### src/rtl/crg_pkg.sv
// Package: constants and carrier types of the clock and reset generator
package crg_pkg;
  // Multiplier range and start value
  localparam logic [3:0] MULT_MIN      = 4'h4;
  localparam logic [3:0] MULT_MAX      = 4'hf;
  localparam logic [3:0] MULT_RST      = 4'h4;
  // Clock rate and derived timing
  localparam int unsigned CLK_KHZ        = 20000;
  localparam int unsigned RELEASE_TIME_NS = 10000;
  localparam int unsigned RELEASE_CYC_MIN = 64;
  localparam int unsigned RELEASE_CYC_T   =
    (RELEASE_TIME_NS * (CLK_KHZ / 1000) + 999) / 1000;
  localparam int unsigned RELEASE_CYCLES  =
    (RELEASE_CYC_T > RELEASE_CYC_MIN) ? RELEASE_CYC_T : RELEASE_CYC_MIN;
  localparam int unsigned POR_TIME_NS    = 1000;
  localparam int unsigned POR_CYCLES     =
    (POR_TIME_NS * (CLK_KHZ / 1000) + 999) / 1000;
  localparam int unsigned SWITCH_GAP     = 2;
  // Reference and variant ceilings in kHz
  localparam int unsigned REF_KHZ        = 24576;
  localparam int unsigned DSP_MAX_LO_KHZ = 147456;
  localparam int unsigned DSP_MAX_HI_KHZ = 159744;
  // Default divider ratios of derived clocks
  localparam int unsigned DIV_DSP        = 1;
  localparam int unsigned DIV_SPDIF      = 4;
  localparam int unsigned DIV_ADC        = 8;
  localparam int unsigned DIV_MCLK       = 2;
  localparam int unsigned NUM_DCLK       = 4;
  localparam int unsigned DCLK_W         = 8;

  typedef struct packed {
    logic pll_ok;
    logic core_ok;
    logic pwm_ok;
  } crg_supply_s;

  typedef struct packed {
    logic       enable;
    logic       sel_pll;
    logic       gate_ref;
    logic       gate_pll;
    logic [3:0] mult;
  } crg_pll_ctrl_s;

  typedef struct packed {
    logic dsp;
    logic spdif;
    logic adc;
    logic mclk;
  } crg_dclk_s;

  typedef enum logic [2:0] {
    ST_BYPASS,
    ST_WAIT_LOCK,
    ST_GAP_TO_PLL,
    ST_PLL,
    ST_GAP_TO_REF
  } crg_sw_e;
endpackage : crg_pkg

### src/rtl/clock_reset_generation.sv
// Clock and reset generator: PLL control, reset sequencing, clock dividers
`timescale 1ns/1ns
module clock_reset_generation
  import crg_pkg::*;
#(
  parameter int unsigned RELEASE_LEN = RELEASE_CYCLES,
  parameter int unsigned POR_LEN     = POR_CYCLES,
  parameter bit          HI_VARIANT  = 1'b0,
  parameter int unsigned DIV_D0      = DIV_DSP,
  parameter int unsigned DIV_D1      = DIV_SPDIF,
  parameter int unsigned DIV_D2      = DIV_ADC,
  parameter int unsigned DIV_D3      = DIV_MCLK
) (
  input  wire logic                clk_sys,
  input  wire logic                rst_n,
  input  wire logic                crystal_ref_in,
  output logic                     buffered_ref_out,
  input  wire logic                ext_reset_in_n,
  input  wire crg_pkg::crg_supply_s supply_ok,
  input  wire logic [3:0]          boot_sel_pins,
  input  wire logic                pll_lock,
  input  wire logic                fw_pll_enable,
  input  wire logic                fw_select_pll,
  input  wire logic                fw_mult_load,
  input  wire logic [3:0]          fw_mult,
  output crg_pkg::crg_pll_ctrl_s   pll_ctrl,
  output logic                     mult_reject,
  output logic                     pwm_on_pll,
  output crg_pkg::crg_dclk_s       dclk,
  output logic                     sys_reset_out_n,
  output logic                     int_reset_n,
  output logic [3:0]               boot_mode,
  output logic                     boot_start
);
  import crg_pkg::*;

  localparam int unsigned CW = $clog2(RELEASE_LEN + 1) + 1;
  localparam int unsigned PW = $clog2(POR_LEN + 1) + 1;
  localparam int unsigned DSP_MAX_KHZ =
    HI_VARIANT ? DSP_MAX_HI_KHZ : DSP_MAX_LO_KHZ;

  typedef struct packed {
    logic [1:0]               ext_sync;
    logic [1:0]               lock_sync;
    logic [1:0]               pll_ok_sync;
    logic [1:0]               core_ok_sync;
    logic [1:0]               pwm_ok_sync;
    logic [1:0][3:0]          boot_sync;
    logic                     pll_ok_prev;
    logic                     ext_prev;
    logic [PW-1:0]            por_cnt;
    logic                     por_active;
    logic [CW-1:0]            rel_cnt;
    logic                     int_rst_n;
    logic [3:0]               boot_mode;
    logic                     boot_start;
    logic                     rst_out_n;
    crg_sw_e                  sw;
    logic [1:0]               gap_cnt;
    crg_pll_ctrl_s            pll;
    logic                     mult_reject;
  } crg_state_s;

  crg_state_s state;
  crg_state_s next_state;
  logic       div_dsp;
  logic       div_spdif;
  logic       div_adc;
  logic       div_mclk;

  function automatic logic mult_ok(input logic [3:0] m);
    logic range_ok;
    logic rate_ok;
    range_ok = (m >= MULT_MIN) && (m <= MULT_MAX);
    rate_ok  = (REF_KHZ * 32'(m)) <= DSP_MAX_KHZ;
    return range_ok && rate_ok;
  endfunction : mult_ok

  // Analog buffer of the reference for chained devices
  assign buffered_ref_out = crystal_ref_in;

  always_comb begin
    logic sys_rst;
    logic lock_ok;
    sys_rst = 1'b0;
    lock_ok = 1'b0;
    next_state = state;

    // Two-flop synchronisers
    next_state.ext_sync     = {state.ext_sync[0], ext_reset_in_n};
    next_state.lock_sync    = {state.lock_sync[0], pll_lock};
    next_state.pll_ok_sync  = {state.pll_ok_sync[0], supply_ok.pll_ok};
    next_state.core_ok_sync = {state.core_ok_sync[0], supply_ok.core_ok};
    next_state.pwm_ok_sync  = {state.pwm_ok_sync[0], supply_ok.pwm_ok};
    next_state.boot_sync    = {state.boot_sync[0], boot_sel_pins};
    next_state.pll_ok_prev  = state.pll_ok_sync[1];
    next_state.ext_prev     = state.ext_sync[1];
    lock_ok = state.lock_sync[1];

    // Power-on pulse on each rise of the PLL supply
    if (state.pll_ok_sync[1] && !state.pll_ok_prev) begin
      next_state.por_active = 1'b1;
      next_state.por_cnt    = '0;
    end else if (state.por_active) begin
      if (state.por_cnt == PW'(POR_LEN - 1)) begin
        next_state.por_active = 1'b0;
      end else begin
        next_state.por_cnt = state.por_cnt + PW'(1);
      end
    end

    // Reset output pin
    next_state.rst_out_n = !next_state.por_active
                         && state.core_ok_sync[1]
                         && state.pwm_ok_sync[1];

    // System reset and release counter
    sys_rst = !state.ext_sync[1] || state.por_active;
    next_state.boot_start = 1'b0;
    if (sys_rst) begin
      next_state.rel_cnt   = '0;
      next_state.int_rst_n = 1'b0;
    end else if (!state.int_rst_n) begin
      if (state.rel_cnt == CW'(RELEASE_LEN - 1)) begin
        next_state.int_rst_n  = 1'b1;
        next_state.boot_start = 1'b1;
      end else begin
        next_state.rel_cnt = state.rel_cnt + CW'(1);
      end
    end

    // Boot mode capture on external reset release
    if (state.ext_sync[1] && !state.ext_prev) begin
      next_state.boot_mode = state.boot_sync[1];
    end

    // Multiplier load, firmware only
    next_state.mult_reject = 1'b0;
    if (fw_mult_load && state.int_rst_n) begin
      if (mult_ok(fw_mult)) begin
        next_state.pll.mult = fw_mult;
      end else begin
        next_state.mult_reject = 1'b1;
      end
    end

    // Bypass and glitch-free clock switch
    next_state.pll.enable = fw_pll_enable;
    case (state.sw)
      ST_BYPASS: begin
        next_state.pll.sel_pll  = 1'b0;
        next_state.pll.gate_ref = 1'b1;
        next_state.pll.gate_pll = 1'b0;
        if (fw_pll_enable && fw_select_pll) begin
          next_state.sw = ST_WAIT_LOCK;
        end
      end
      ST_WAIT_LOCK: begin
        if (!fw_pll_enable || !fw_select_pll) begin
          next_state.sw = ST_BYPASS;
        end else if (lock_ok) begin
          next_state.pll.gate_ref = 1'b0;
          next_state.gap_cnt      = '0;
          next_state.sw           = ST_GAP_TO_PLL;
        end
      end
      ST_GAP_TO_PLL: begin
        if (state.gap_cnt == 2'(SWITCH_GAP - 1)) begin
          next_state.pll.sel_pll  = 1'b1;
          next_state.pll.gate_pll = 1'b1;
          next_state.sw           = ST_PLL;
        end else begin
          next_state.gap_cnt = state.gap_cnt + 2'h1;
        end
      end
      ST_PLL: begin
        if (!fw_pll_enable || !fw_select_pll) begin
          next_state.pll.gate_pll = 1'b0;
          next_state.gap_cnt      = '0;
          next_state.sw           = ST_GAP_TO_REF;
        end
      end
      ST_GAP_TO_REF: begin
        if (state.gap_cnt == 2'(SWITCH_GAP - 1)) begin
          next_state.pll.sel_pll  = 1'b0;
          next_state.pll.gate_ref = 1'b1;
          next_state.sw           = ST_BYPASS;
        end else begin
          next_state.gap_cnt = state.gap_cnt + 2'h1;
        end
      end
      default: begin
        next_state.sw = ST_BYPASS;
      end
    endcase

    // Reset holds PLL off and on bypass
    if (sys_rst) begin
      next_state.pll.enable   = 1'b0;
      next_state.pll.sel_pll  = 1'b0;
      next_state.pll.gate_ref = 1'b1;
      next_state.pll.gate_pll = 1'b0;
      next_state.pll.mult     = MULT_RST;
      next_state.sw           = ST_BYPASS;
    end
  end

  always_ff @(posedge clk_sys or negedge rst_n) begin
    if (!rst_n) begin
      state           <= '0;
      state.sw        <= ST_BYPASS;
      state.pll.mult  <= MULT_RST;
      state.pll.gate_ref <= 1'b1;
    end else begin
      state <= next_state;
    end
  end

  // Derived clocks, each from its own divider
  crg_clk_div #(
    .DIV     (DIV_D0)
  ) div_dsp_u (
    .clk_sys (clk_sys),
    .rst_n   (rst_n),
    .run     (state.int_rst_n),
    .clk_out (div_dsp)
  );

  crg_clk_div #(
    .DIV     (DIV_D1)
  ) div_spdif_u (
    .clk_sys (clk_sys),
    .rst_n   (rst_n),
    .run     (state.int_rst_n),
    .clk_out (div_spdif)
  );

  crg_clk_div #(
    .DIV     (DIV_D2)
  ) div_adc_u (
    .clk_sys (clk_sys),
    .rst_n   (rst_n),
    .run     (state.int_rst_n),
    .clk_out (div_adc)
  );

  crg_clk_div #(
    .DIV     (DIV_D3)
  ) div_mclk_u (
    .clk_sys (clk_sys),
    .rst_n   (rst_n),
    .run     (state.int_rst_n),
    .clk_out (div_mclk)
  );

  assign pll_ctrl        = state.pll;
  assign mult_reject     = state.mult_reject;
  assign pwm_on_pll      = state.pll.sel_pll;
  assign dclk            = {div_dsp, div_spdif, div_adc, div_mclk};
  assign sys_reset_out_n = state.rst_out_n;
  assign int_reset_n     = state.int_rst_n;
  assign boot_mode       = state.boot_mode;
  assign boot_start      = state.boot_start;
endmodule : clock_reset_generation

// Divider: toggles its output every DIV cycles while running
module crg_clk_div
  import crg_pkg::*;
#(
  parameter int unsigned DIV = 1,
  parameter int unsigned W   = DCLK_W
) (
  input  wire logic clk_sys,
  input  wire logic rst_n,
  input  wire logic run,
  output logic      clk_out
);
  import crg_pkg::*;

  typedef struct packed {
    logic [W-1:0] cnt;
    logic         clk;
  } crg_div_s;

  crg_div_s state;
  crg_div_s next_state;

  always_comb begin
    next_state = state;
    if (!run) begin
      next_state.cnt = '0;
      next_state.clk = 1'b0;
    end else if (state.cnt == W'(DIV - 1)) begin
      next_state.cnt = '0;
      next_state.clk = !state.clk;
    end else begin
      next_state.cnt = state.cnt + W'(1);
    end
  end

  always_ff @(posedge clk_sys or negedge rst_n) begin
    if (!rst_n) begin
      state <= '0;
    end else begin
      state <= next_state;
    end
  end

  assign clk_out = state.clk;
endmodule : crg_clk_div

### config.mk
export PLATFORM = sky130hd
export DESIGN_NAME = clock_reset_generation
export DESIGN_NICKNAME = d
export VERILOG_FILES = /design/src/rtl/crg_pkg.sv /design/src/rtl/clock_reset_generation.sv
export SDC_FILE = /design/constraint.sdc
export NUM_CORES = 1
export LEC_CHECK = 0
export BUFFER_PORTS_ARGS = -buffer_cell sky130_fd_sc_hd__buf_2
export CELL_PAD_IN_SITES_DETAIL_PLACEMENT = 1
export CELL_PAD_IN_SITES_GLOBAL_PLACEMENT = 2
export CORE_ASPECT_RATIO = 0.9
export CORE_MARGIN = 4
export CORE_UTILIZATION = 25
export DETAILED_ROUTE_END_ITERATION = 8
export HOLD_SLACK_MARGIN = 0.05
export PLACE_DENSITY_LB_ADDON = 0.1
export SYNTH_ARGS = -nofsm -noshare
export SYNTH_HDL_FRONTEND = slang
export SYNTH_HIERARCHICAL = 1
export SYNTH_SLANG_ARGS = --single-unit
### constraint.sdc
create_clock -name clk_sys -period 1.53 [get_ports clk_sys]
set_input_delay 0.0765 -clock clk_sys [delete_from_list [all_inputs] [get_ports clk_sys]]
set_output_delay 0.0765 -clock clk_sys [all_outputs]
set_load 0.1 [all_outputs]
==> results of run 1 <==
-- placed cells by master, fill, tap and decap left out, types with 3 or more instances in the layout --
master and instances:
a21oi_1 21, a21oi_2 4, and2_1 3, and3_1 5, buf_2 36, buf_4 55, clkbuf_16 9, dfrtp_1 90
dlygate4sd3_1 12, ha_1 11, ha_2 3, inv_1 18, mux2_2 4, nand2_1 19, nand2b_1 4, nand3_1 24
nand4_1 7, nor2_1 41, nor2b_1 7, nor3_1 3, nor3b_1 3, o21ai_0 24, o21ai_1 6, or3_1 14
or3_4 4, xnor2_1 8, xor2_1 16
-- flip-flops by register name, summed over array words and instances (netlist names), 4 cells and up --
signal / cells
state: 30
next_state: 11
div_adc_u/state: 8
div_dsp_u/state: 8
div_mclk_u/state: 8
div_spdif_u/state: 8
pll_ctrl: 7
boot_mode: 4
-- worst max-delay path by stage --
stage | startpoint | to | slack, ps | depth (start not counted)
6_report | div_mclk_u/state[2] | div_mclk_u/clk_out | -30 | 5
5_1_grt | div_mclk_u/state[2] | div_mclk_u/clk_out | -90 | 5
4_1_cts | div_mclk_u/state[2] | div_mclk_u/clk_out | -20 | 5
3_5_place_dp | fw_mult[0] | pll_ctrl[0] | -160 | 9
3_3_place_gp | fw_mult[0] | pll_ctrl[1] | -130 | 9
2_1_floorplan | int_reset_n | state[29] | -40 | 5
-- metal layers --
layer	global-route usage [%]	wire, um	vias to the layer above
met4	3.48	131	0
met2	17.4	4430	37
met5	0	0	-
met3	3.75	366	12
met1	14.5	4810	1564
li1	-	-	1567
-- kinds of logic (layout without fill, tap and decap cells) --
group | Yosys count | after routing | share of synthesized area (%)
DFF | 93 | 93 | 54.9
and+or+nand+nor | 148 | 148 | 18.5
buffers and inverters | 41 | 141 | 5.22
muxes | 6 | 6 | 1.53
xor gates and xnor gates | 25 | 25 | 5.16
AOI/OAI and AO/OA | 71 | 71 | 9.85
adders and majority gates | 16 | 16 | 4.89
-- synthesized netlist by cell type, drive strengths merged (2+ instances only) --
cell type,instances
and2,3
nor3b,3
xor2,16
dfrtp,91
a21oi,25
ha,15
or4,2
or4b,2
nand2b,4
nand4,7
and3,5
or3,18
dfstp,2
o21ai,31
nor3,3
buf,20
mux2i,2
inv,19
clkbuf,2
nand3,24
a211oi,2
nand4b,2
xnor2,9
mux2,4
a21boi,2
nand2,20
nor2,42
nand3b,2
nor2b,7
-- through the flow --
stage | area [um^2] | hold slack [ps] | power, W
2_1_floorplan | 4260 | -219 | 0.00297
3_3_place_gp | 4960 | -6.65 | 0.00315
3_5_place_dp | 4960 | -7.19 | 0.00316
4_1_cts | 5430 | 105 | 0.00575
5_1_grt | 5540 | 108 | 0.00598
6_report | 5540 | 117 | 0.00564
-- worst register-to-register path: cells and delay by family (launching register included) --
| kind | cells | cell delay [ps] |
|---|---|---|
| simple gates | 2 | 800 |
| flops | 1 | 380 |
| compound gates | 1 | 110 |
| buf+inv | 1 | 70 |
| fa+ha+maj | 1 | 130 |
-- cell type report --
type / count / area share (%)
clock buffer: 9 / 4.06
clock inverter: 7 / 1.90
inverter: 19 / 1.29
multi-input combinational: 266 / 32.2
sequential: 93 / 42.0
tap: 207 / 4.67
timing repair buffer: 106 / 13.8
-- repair_timing --
| item | 4_1_cts | 5_1_grt |
|---|---|---|
| setup endpoints to repair | 4 | 19 |
| cloned | 0 | 0 |
| setup buffers | 2 | 4 |
| pin swaps | 1 | 9 |
| hold buffers | 12 | 0 |
| gates resized for setup | 2 | 20 |
| hold endpoints to repair | 104 | 0 |
-- power breakdown --
group | switching [W] | leakage, nW | internal [W]
clock network | 0.00103 | 0.158 | 0.00146
registers | 0.0000656 | 1.23 | 0.00255
logic | 0.000330 | 1.09 | 0.000221
total | 0.00142 | 2.47 | 0.00422
==> metrics.txt, run 1 <==
outcome complete, but fails checks; violated checks negative setup slack; Layout area overhead 30.6%; top_reg_cell synth dfrtp_1; Reg-to-Reg Start div_mclk_u/state[2]; power density over the cells 1020 nW/um^2; hold path cells 4; Async SR Flop Fraction 100%; Final Cycle Share 102%; Setup TNS -28.2 ps; Hold Path Sink pll_ctrl[2]; reg2reg path depth 5; via count 3,180; Iteration-0 DRC Markers 86; sequential cell area 2330 um^2; Wirelength per Cell 13.8 um; final number of hold-violating endpoints 0; full die area 19,100 um^2; fin cells 707; sequential area share after synthesis 54.9%; footprint of the multi-input gates 1790 um^2; Leak 2.47 nW; Syn Nets 435; Hold Path Class input port to flip-flop; pre-CTS setup slack -156 ps; Worst R2R End div_mclk_u/clk_out; Final min period 1560 ps; # rows 44; Rel. slew slack 65.6%; Reg2Reg Setup Slack -30 ps; clock root buffer master clkbuf_16; post-synthesis cell type count 49; max-slew violation count 0; synthesized cell area 4240 um^2; CTS tree done; grt ovf 0; Layout Utilization 33.8%; vias in the first global route 3,405; Buf/Inv on CP 1; post-route setup slack -25.8 ps; fmax 0.643 GHz; post-route ant nets 0; CTS max path bufs 2; Peak VDD IR 0.505 mV; Die Wd 145 um; RSZ-0062 raised after global routing true; Detailed Place HPWL 7030 um; fill cell total of the finished layout 1,852; TritonRoute pass-1 iters 3; DR DRC count 0; # nets final 530; layout cell share with drive strength beyond 1 29.4%; core area 16,400 um^2; worst-path cell chain inv_1 > ha_1 > or4b_4 > or3_4 > a21boi_2; Worst Skew 5.44 ps; crit path kind flip-flop to flip-flop; WP data arrival 1840 ps; global-route wire length before repair 17,300 um; largest net degree at the start of global routing 31; EDFF count, synth 0; Inserted Clock Buffers 9; clk slew on worst S/H paths 70 ps; # setup viols final 2; PortBufs 38; initial antenna violation count 0; routability cong. 0.721; Critical Path Source Type flip-flop; Skew-Pair Late Insertion Delay 350 ps; WL final 9740 um; I/O pin count 41; Critical Path RT 1810 ps; Vias/cell 4.50; Least-Margin Pin Slew 520 ps; syn avg cell area 10.6 um^2; top cells by area, synth dfrtp_1 54%, ha_1 4.4%, nor2_1 3.7%; worst hold start fw_mult[2]; crit path capture type flip-flop; maxcap violations 0; Seq cells post-synth 93; Mapped Cells 400; antenna cells 0; Tot GR Track Use 11.1%; CP delay by family, top simple AND/OR/NAND/NOR gates; # H-tree levels 3; dpl cells 673; post-synth top area share 53.7%; post-synth top area cell dfrtp_1; Die H 132 um; initial core utilization 25.9%; CP max-delay cell or4b_4; Worst Path Max Fanout 3; clk sinks 93; yosys warns 6; CP max stage delay 460 ps
Power figures use the tool's default switching activity.
==> inputs of run 2 (changes only) <==
--- a/config.mk
+++ b/config.mk
@@ -11,10 +11,10 @@
 export CORE_ASPECT_RATIO = 0.9
 export CORE_MARGIN = 4
 export CORE_UTILIZATION = 25
+export CTS_CLUSTER_SIZE = 28
 export DETAILED_ROUTE_END_ITERATION = 8
 export HOLD_SLACK_MARGIN = 0.05
 export PLACE_DENSITY_LB_ADDON = 0.1
 export SYNTH_ARGS = -nofsm -noshare
 export SYNTH_HDL_FRONTEND = slang
-export SYNTH_HIERARCHICAL = 1
 export SYNTH_SLANG_ARGS = --single-unit
==> run 2 against run 1 <==
Sequential cell count unchanged. Via count decreased by 5.7%. Sequential share of layout area increased by 1.7 points. Synthesized cell count decreased by 2.0%. Global-route usage decreased by 0.26 points. Critical endpoint is now state[34]. Utilization decreased by 1.2 points. The run now ends clean. First-iteration DRC count decreased by 4.7%. Power decreased by 0.78%. Highest routed layer is now met5. Largest cell class unchanged. Fmax increased by 8.5%. Die area decreased by 0.64%. Wire length decreased by 3.2%.
==> metrics.txt, run 2 <==
outcome finished, final reports clean; CP max-delay cell o41a_1; # nets final 506 (-4.5%); initial core utilization 25.8% (-0.089 points); via count 2,999 (-5.7%); P_int 0.00419 W (-0.78%); Skew-Pair Late Insertion Delay 350 ps (about the same); combinational share of power 9.3% (-0.5 points); power density over the cells 1050 nW/um^2 (+3.2%); Seq cells post-synth 93 (unchanged); CTS tree done; top cells by area, synth dfrtp_1 54%, xor2_1 5.6%, ha_1 4.5%; Iteration-0 DRC Markers 82 (-4.7%); I/O pin count 41 (unchanged); post-synth top area cell dfrtp_1; largest net degree at the start of global routing 43 (+39%); max-slew violation count 0 (unchanged); clock root buffer master clkbuf_16; Hold Path Class input port to async pin; Least-Margin Pin Slew 531 ps (+10.2 ps); Worst Skew 9.30 ps (+3.86 ps); RSZ-0062 raised after global routing false; core area 16,400 um^2 (-0.34%); CP max stage delay 390 ps (-70 ps); Most flops, register state; final number of hold-violating endpoints 0 (unchanged); Wirelength per Cell 13.8 um (+0.24%); top_reg_cell synth dfrtp_1; # rows 44 (unchanged); CP dominant cell by count nand2_1; initial antenna violation count 1 (+1); Buf/Inv on CP 0 (-1); # H-tree levels 3 (unchanged); Rel. slew slack 64.9% (-0.68 points); worst-path cell chain ha_1 > nand2_1 > o41a_1 > nand2_1 > xor2_1 > nor2_1; most common library cells after synthesis 91 x dfrtp_1, 49 x nor2_1, 31 x nand3_1; post-synthesis cell type count 46 (-6.1%); commonest non-fill, non-tap cell in the layout dfrtp_1; full die area 19,000 um^2 (-0.64%); synthesized cell area 4220 um^2 (-0.68%); Leak 2.48 nW (+0.24%); TritonRoute pass-1 iters 6 (+3); yosys warns 0 (-6); grt ovf 0 (unchanged); antenna cells 0 (unchanged); DR DRC count 0 (unchanged); most frequent cell after synthesis dfrtp_1; sw frac 25.2% (about the same); clk slew on worst S/H paths 70 ps (about the same); CP delay by family, top compound AO/OA/AOI/OAI gates; crit path capture type flip-flop; PortBufs 38 (unchanged); clk sinks 93 (unchanged); Die Wd 145 um (-0.32%); Final min period 1430 ps (-122 ps); Detailed Place HPWL 6810 um (-3.1%); Async SR Flop Fraction 100% (unchanged); layout cell share with drive strength beyond 1 23.3% (-6.1 points); vias in the first global route 3,277 (-3.8%); post-route setup slack 96.2 ps (+122 ps); Tot GR Track Use 10.8% (-0.26 points); WP data arrival 1650 ps (-190 ps); switching power 0.00141 W (-0.79%); sequential share of power 46.7% (+0.4 points); clock share of power 43.9% (about the same); Setup TNS 0 ps (+28.2 ps); Peak VDD IR 0.496 mV (-1.7%); Reg2Reg Setup Slack 100 ps (+120 ps); Critical Path Source Type flip-flop; pre-CTS setup slack -164 ps (-7.92 ps); Die H 131 um (-0.32%); Final Cycle Share 93.7% (-8.0 points); Vias/cell 4.39 (-2.4%); crit path kind flip-flop to flip-flop; EDFF count, synth 0 (unchanged); Inserted Clock Buffers 9 (unchanged); CTS max path bufs 2 (unchanged); Largest register FFs 30 (unchanged); sequential area share after synthesis 55.3% (+0.37 points); Critical Path RT 1750 ps (-60 ps); WL final 9430 um (-3.2%); post-route ant nets 0 (unchanged); most frequent cells in the layout 90 x dfrtp_1, 49 x nor2_1, 40 x buf_4; Syn Nets 427 (-1.8%); fmax 0.697 GHz (+8.5%); syn avg cell area 10.8 um^2 (+1.3%); # setup viols final 0 (-2); maxcap violations 0 (unchanged); Worst Path Max Fanout 4 (+1); post-synth top area share 54.0% (+0.37 points); Mapped Cells 392 (-2.0%); Layout area overhead 26.5%; routability cong. 0.721 (about the same); global-route wire length before repair 16,400 um (-5.3%); Power Total 0.00560 W (-0.78%)
==> run 2: cell types whose count changed after synthesis, moves of 7 or more <==
cell,delta
inv_1,-8
or3_1,-16
nand2_1,+8
o21ai_0,-17
a21oi_1,-9
nand3_1,+7
xor2_1,+11
nor2_1,+7
and3_1,+8
==> run 2: layout make-up <==
type | count | area, um^2
Fill cell | 1826 | 11000
Sequential cell | 93 | 2330
Multi-Input combinational cell | 263 | 1690
Timing Repair Buffer | 93 | 682
Tap cell | 207 | 259
Clock buffer | 9 | 225
Clock inverter | 7 | 96.3
Inverter | 11 | 41.3
==> run 2: cells by family after synthesis <==
logic type | synth area share [%]
AND/OR/NAND/NOR | 18.1
flip-flops | 55.3
AO/OA/AOI/OAI | 6.53
XOR/XNOR | 8.10
buffers and inverters | 5.02
adder cells (fa/ha/maj) | 4.93
multiplexers | 2.05
==> run 2: routing by layer <==
layer  GRT usage (%)  routed length, um
met1            14.6               4670
met2            16.7               4290
met3            2.98                303
met4            3.73                157
met5               0                  8
==> run 2: final timing paths <==
check,start,to,cells after the start
worst max-delay path,state[32],state[34],6
worst min-delay path,rst_n,state[54],2
worst max register to register,state[32],state[34],6
worst min register to register,next_state[52],next_state[38],0
max in group asynchronous,rst_n,pll_ctrl[2],3
min in group clk_sys,fw_mult[2],pll_ctrl[2],4
==> run 2: worst reg2reg max path, delay by kind of cell (launching register included) <==
family,cells,cell delay [ps]
XOR/XNOR,1,150
AND/OR/NAND/NOR,3,220
AO/OA/AOI/OAI,1,390
adder cells (fa/ha/maj),1,180
flip-flops,1,370
==> run 2: timing repair <==
action                                 CTS  global route
resized for setup                        1             6
gates cloned                             0             0
hold buffers                            13             0
pin swaps                                0             1
endpoints found under the hold margin  104             0
setup endpoints to repair                3             5
buffers inserted                         0             2
==> run 2: stage by stage <==
stage / area (um^2) / utilization, % / hold slack [ps] / cells
after floorplan: 4220 / - / -219 / 392
after global placement: 4850 / 29.6 / -46.3 / 652
after detailed placement: 4850 / 29.6 / -41.0 / 652
after CTS: 5310 / 32.4 / 116 / 681
after global routing: 5330 / 32.6 / 141 / 683
final: 5330 / 32.6 / 124 / 683
==> run 2: power by group through the flow <==
stage | clock network [W] | logic [W] | registers [W]
after floorplan | 0 | 0.000341 | 0.00265
after global placement | 0 | 0.000500 | 0.00267
after detailed placement | 0 | 0.000508 | 0.00267
after CTS | 0.00258 | 0.000535 | 0.00262
after global routing | 0.00265 | 0.000592 | 0.00263
final | 0.00246 | 0.000522 | 0.00262
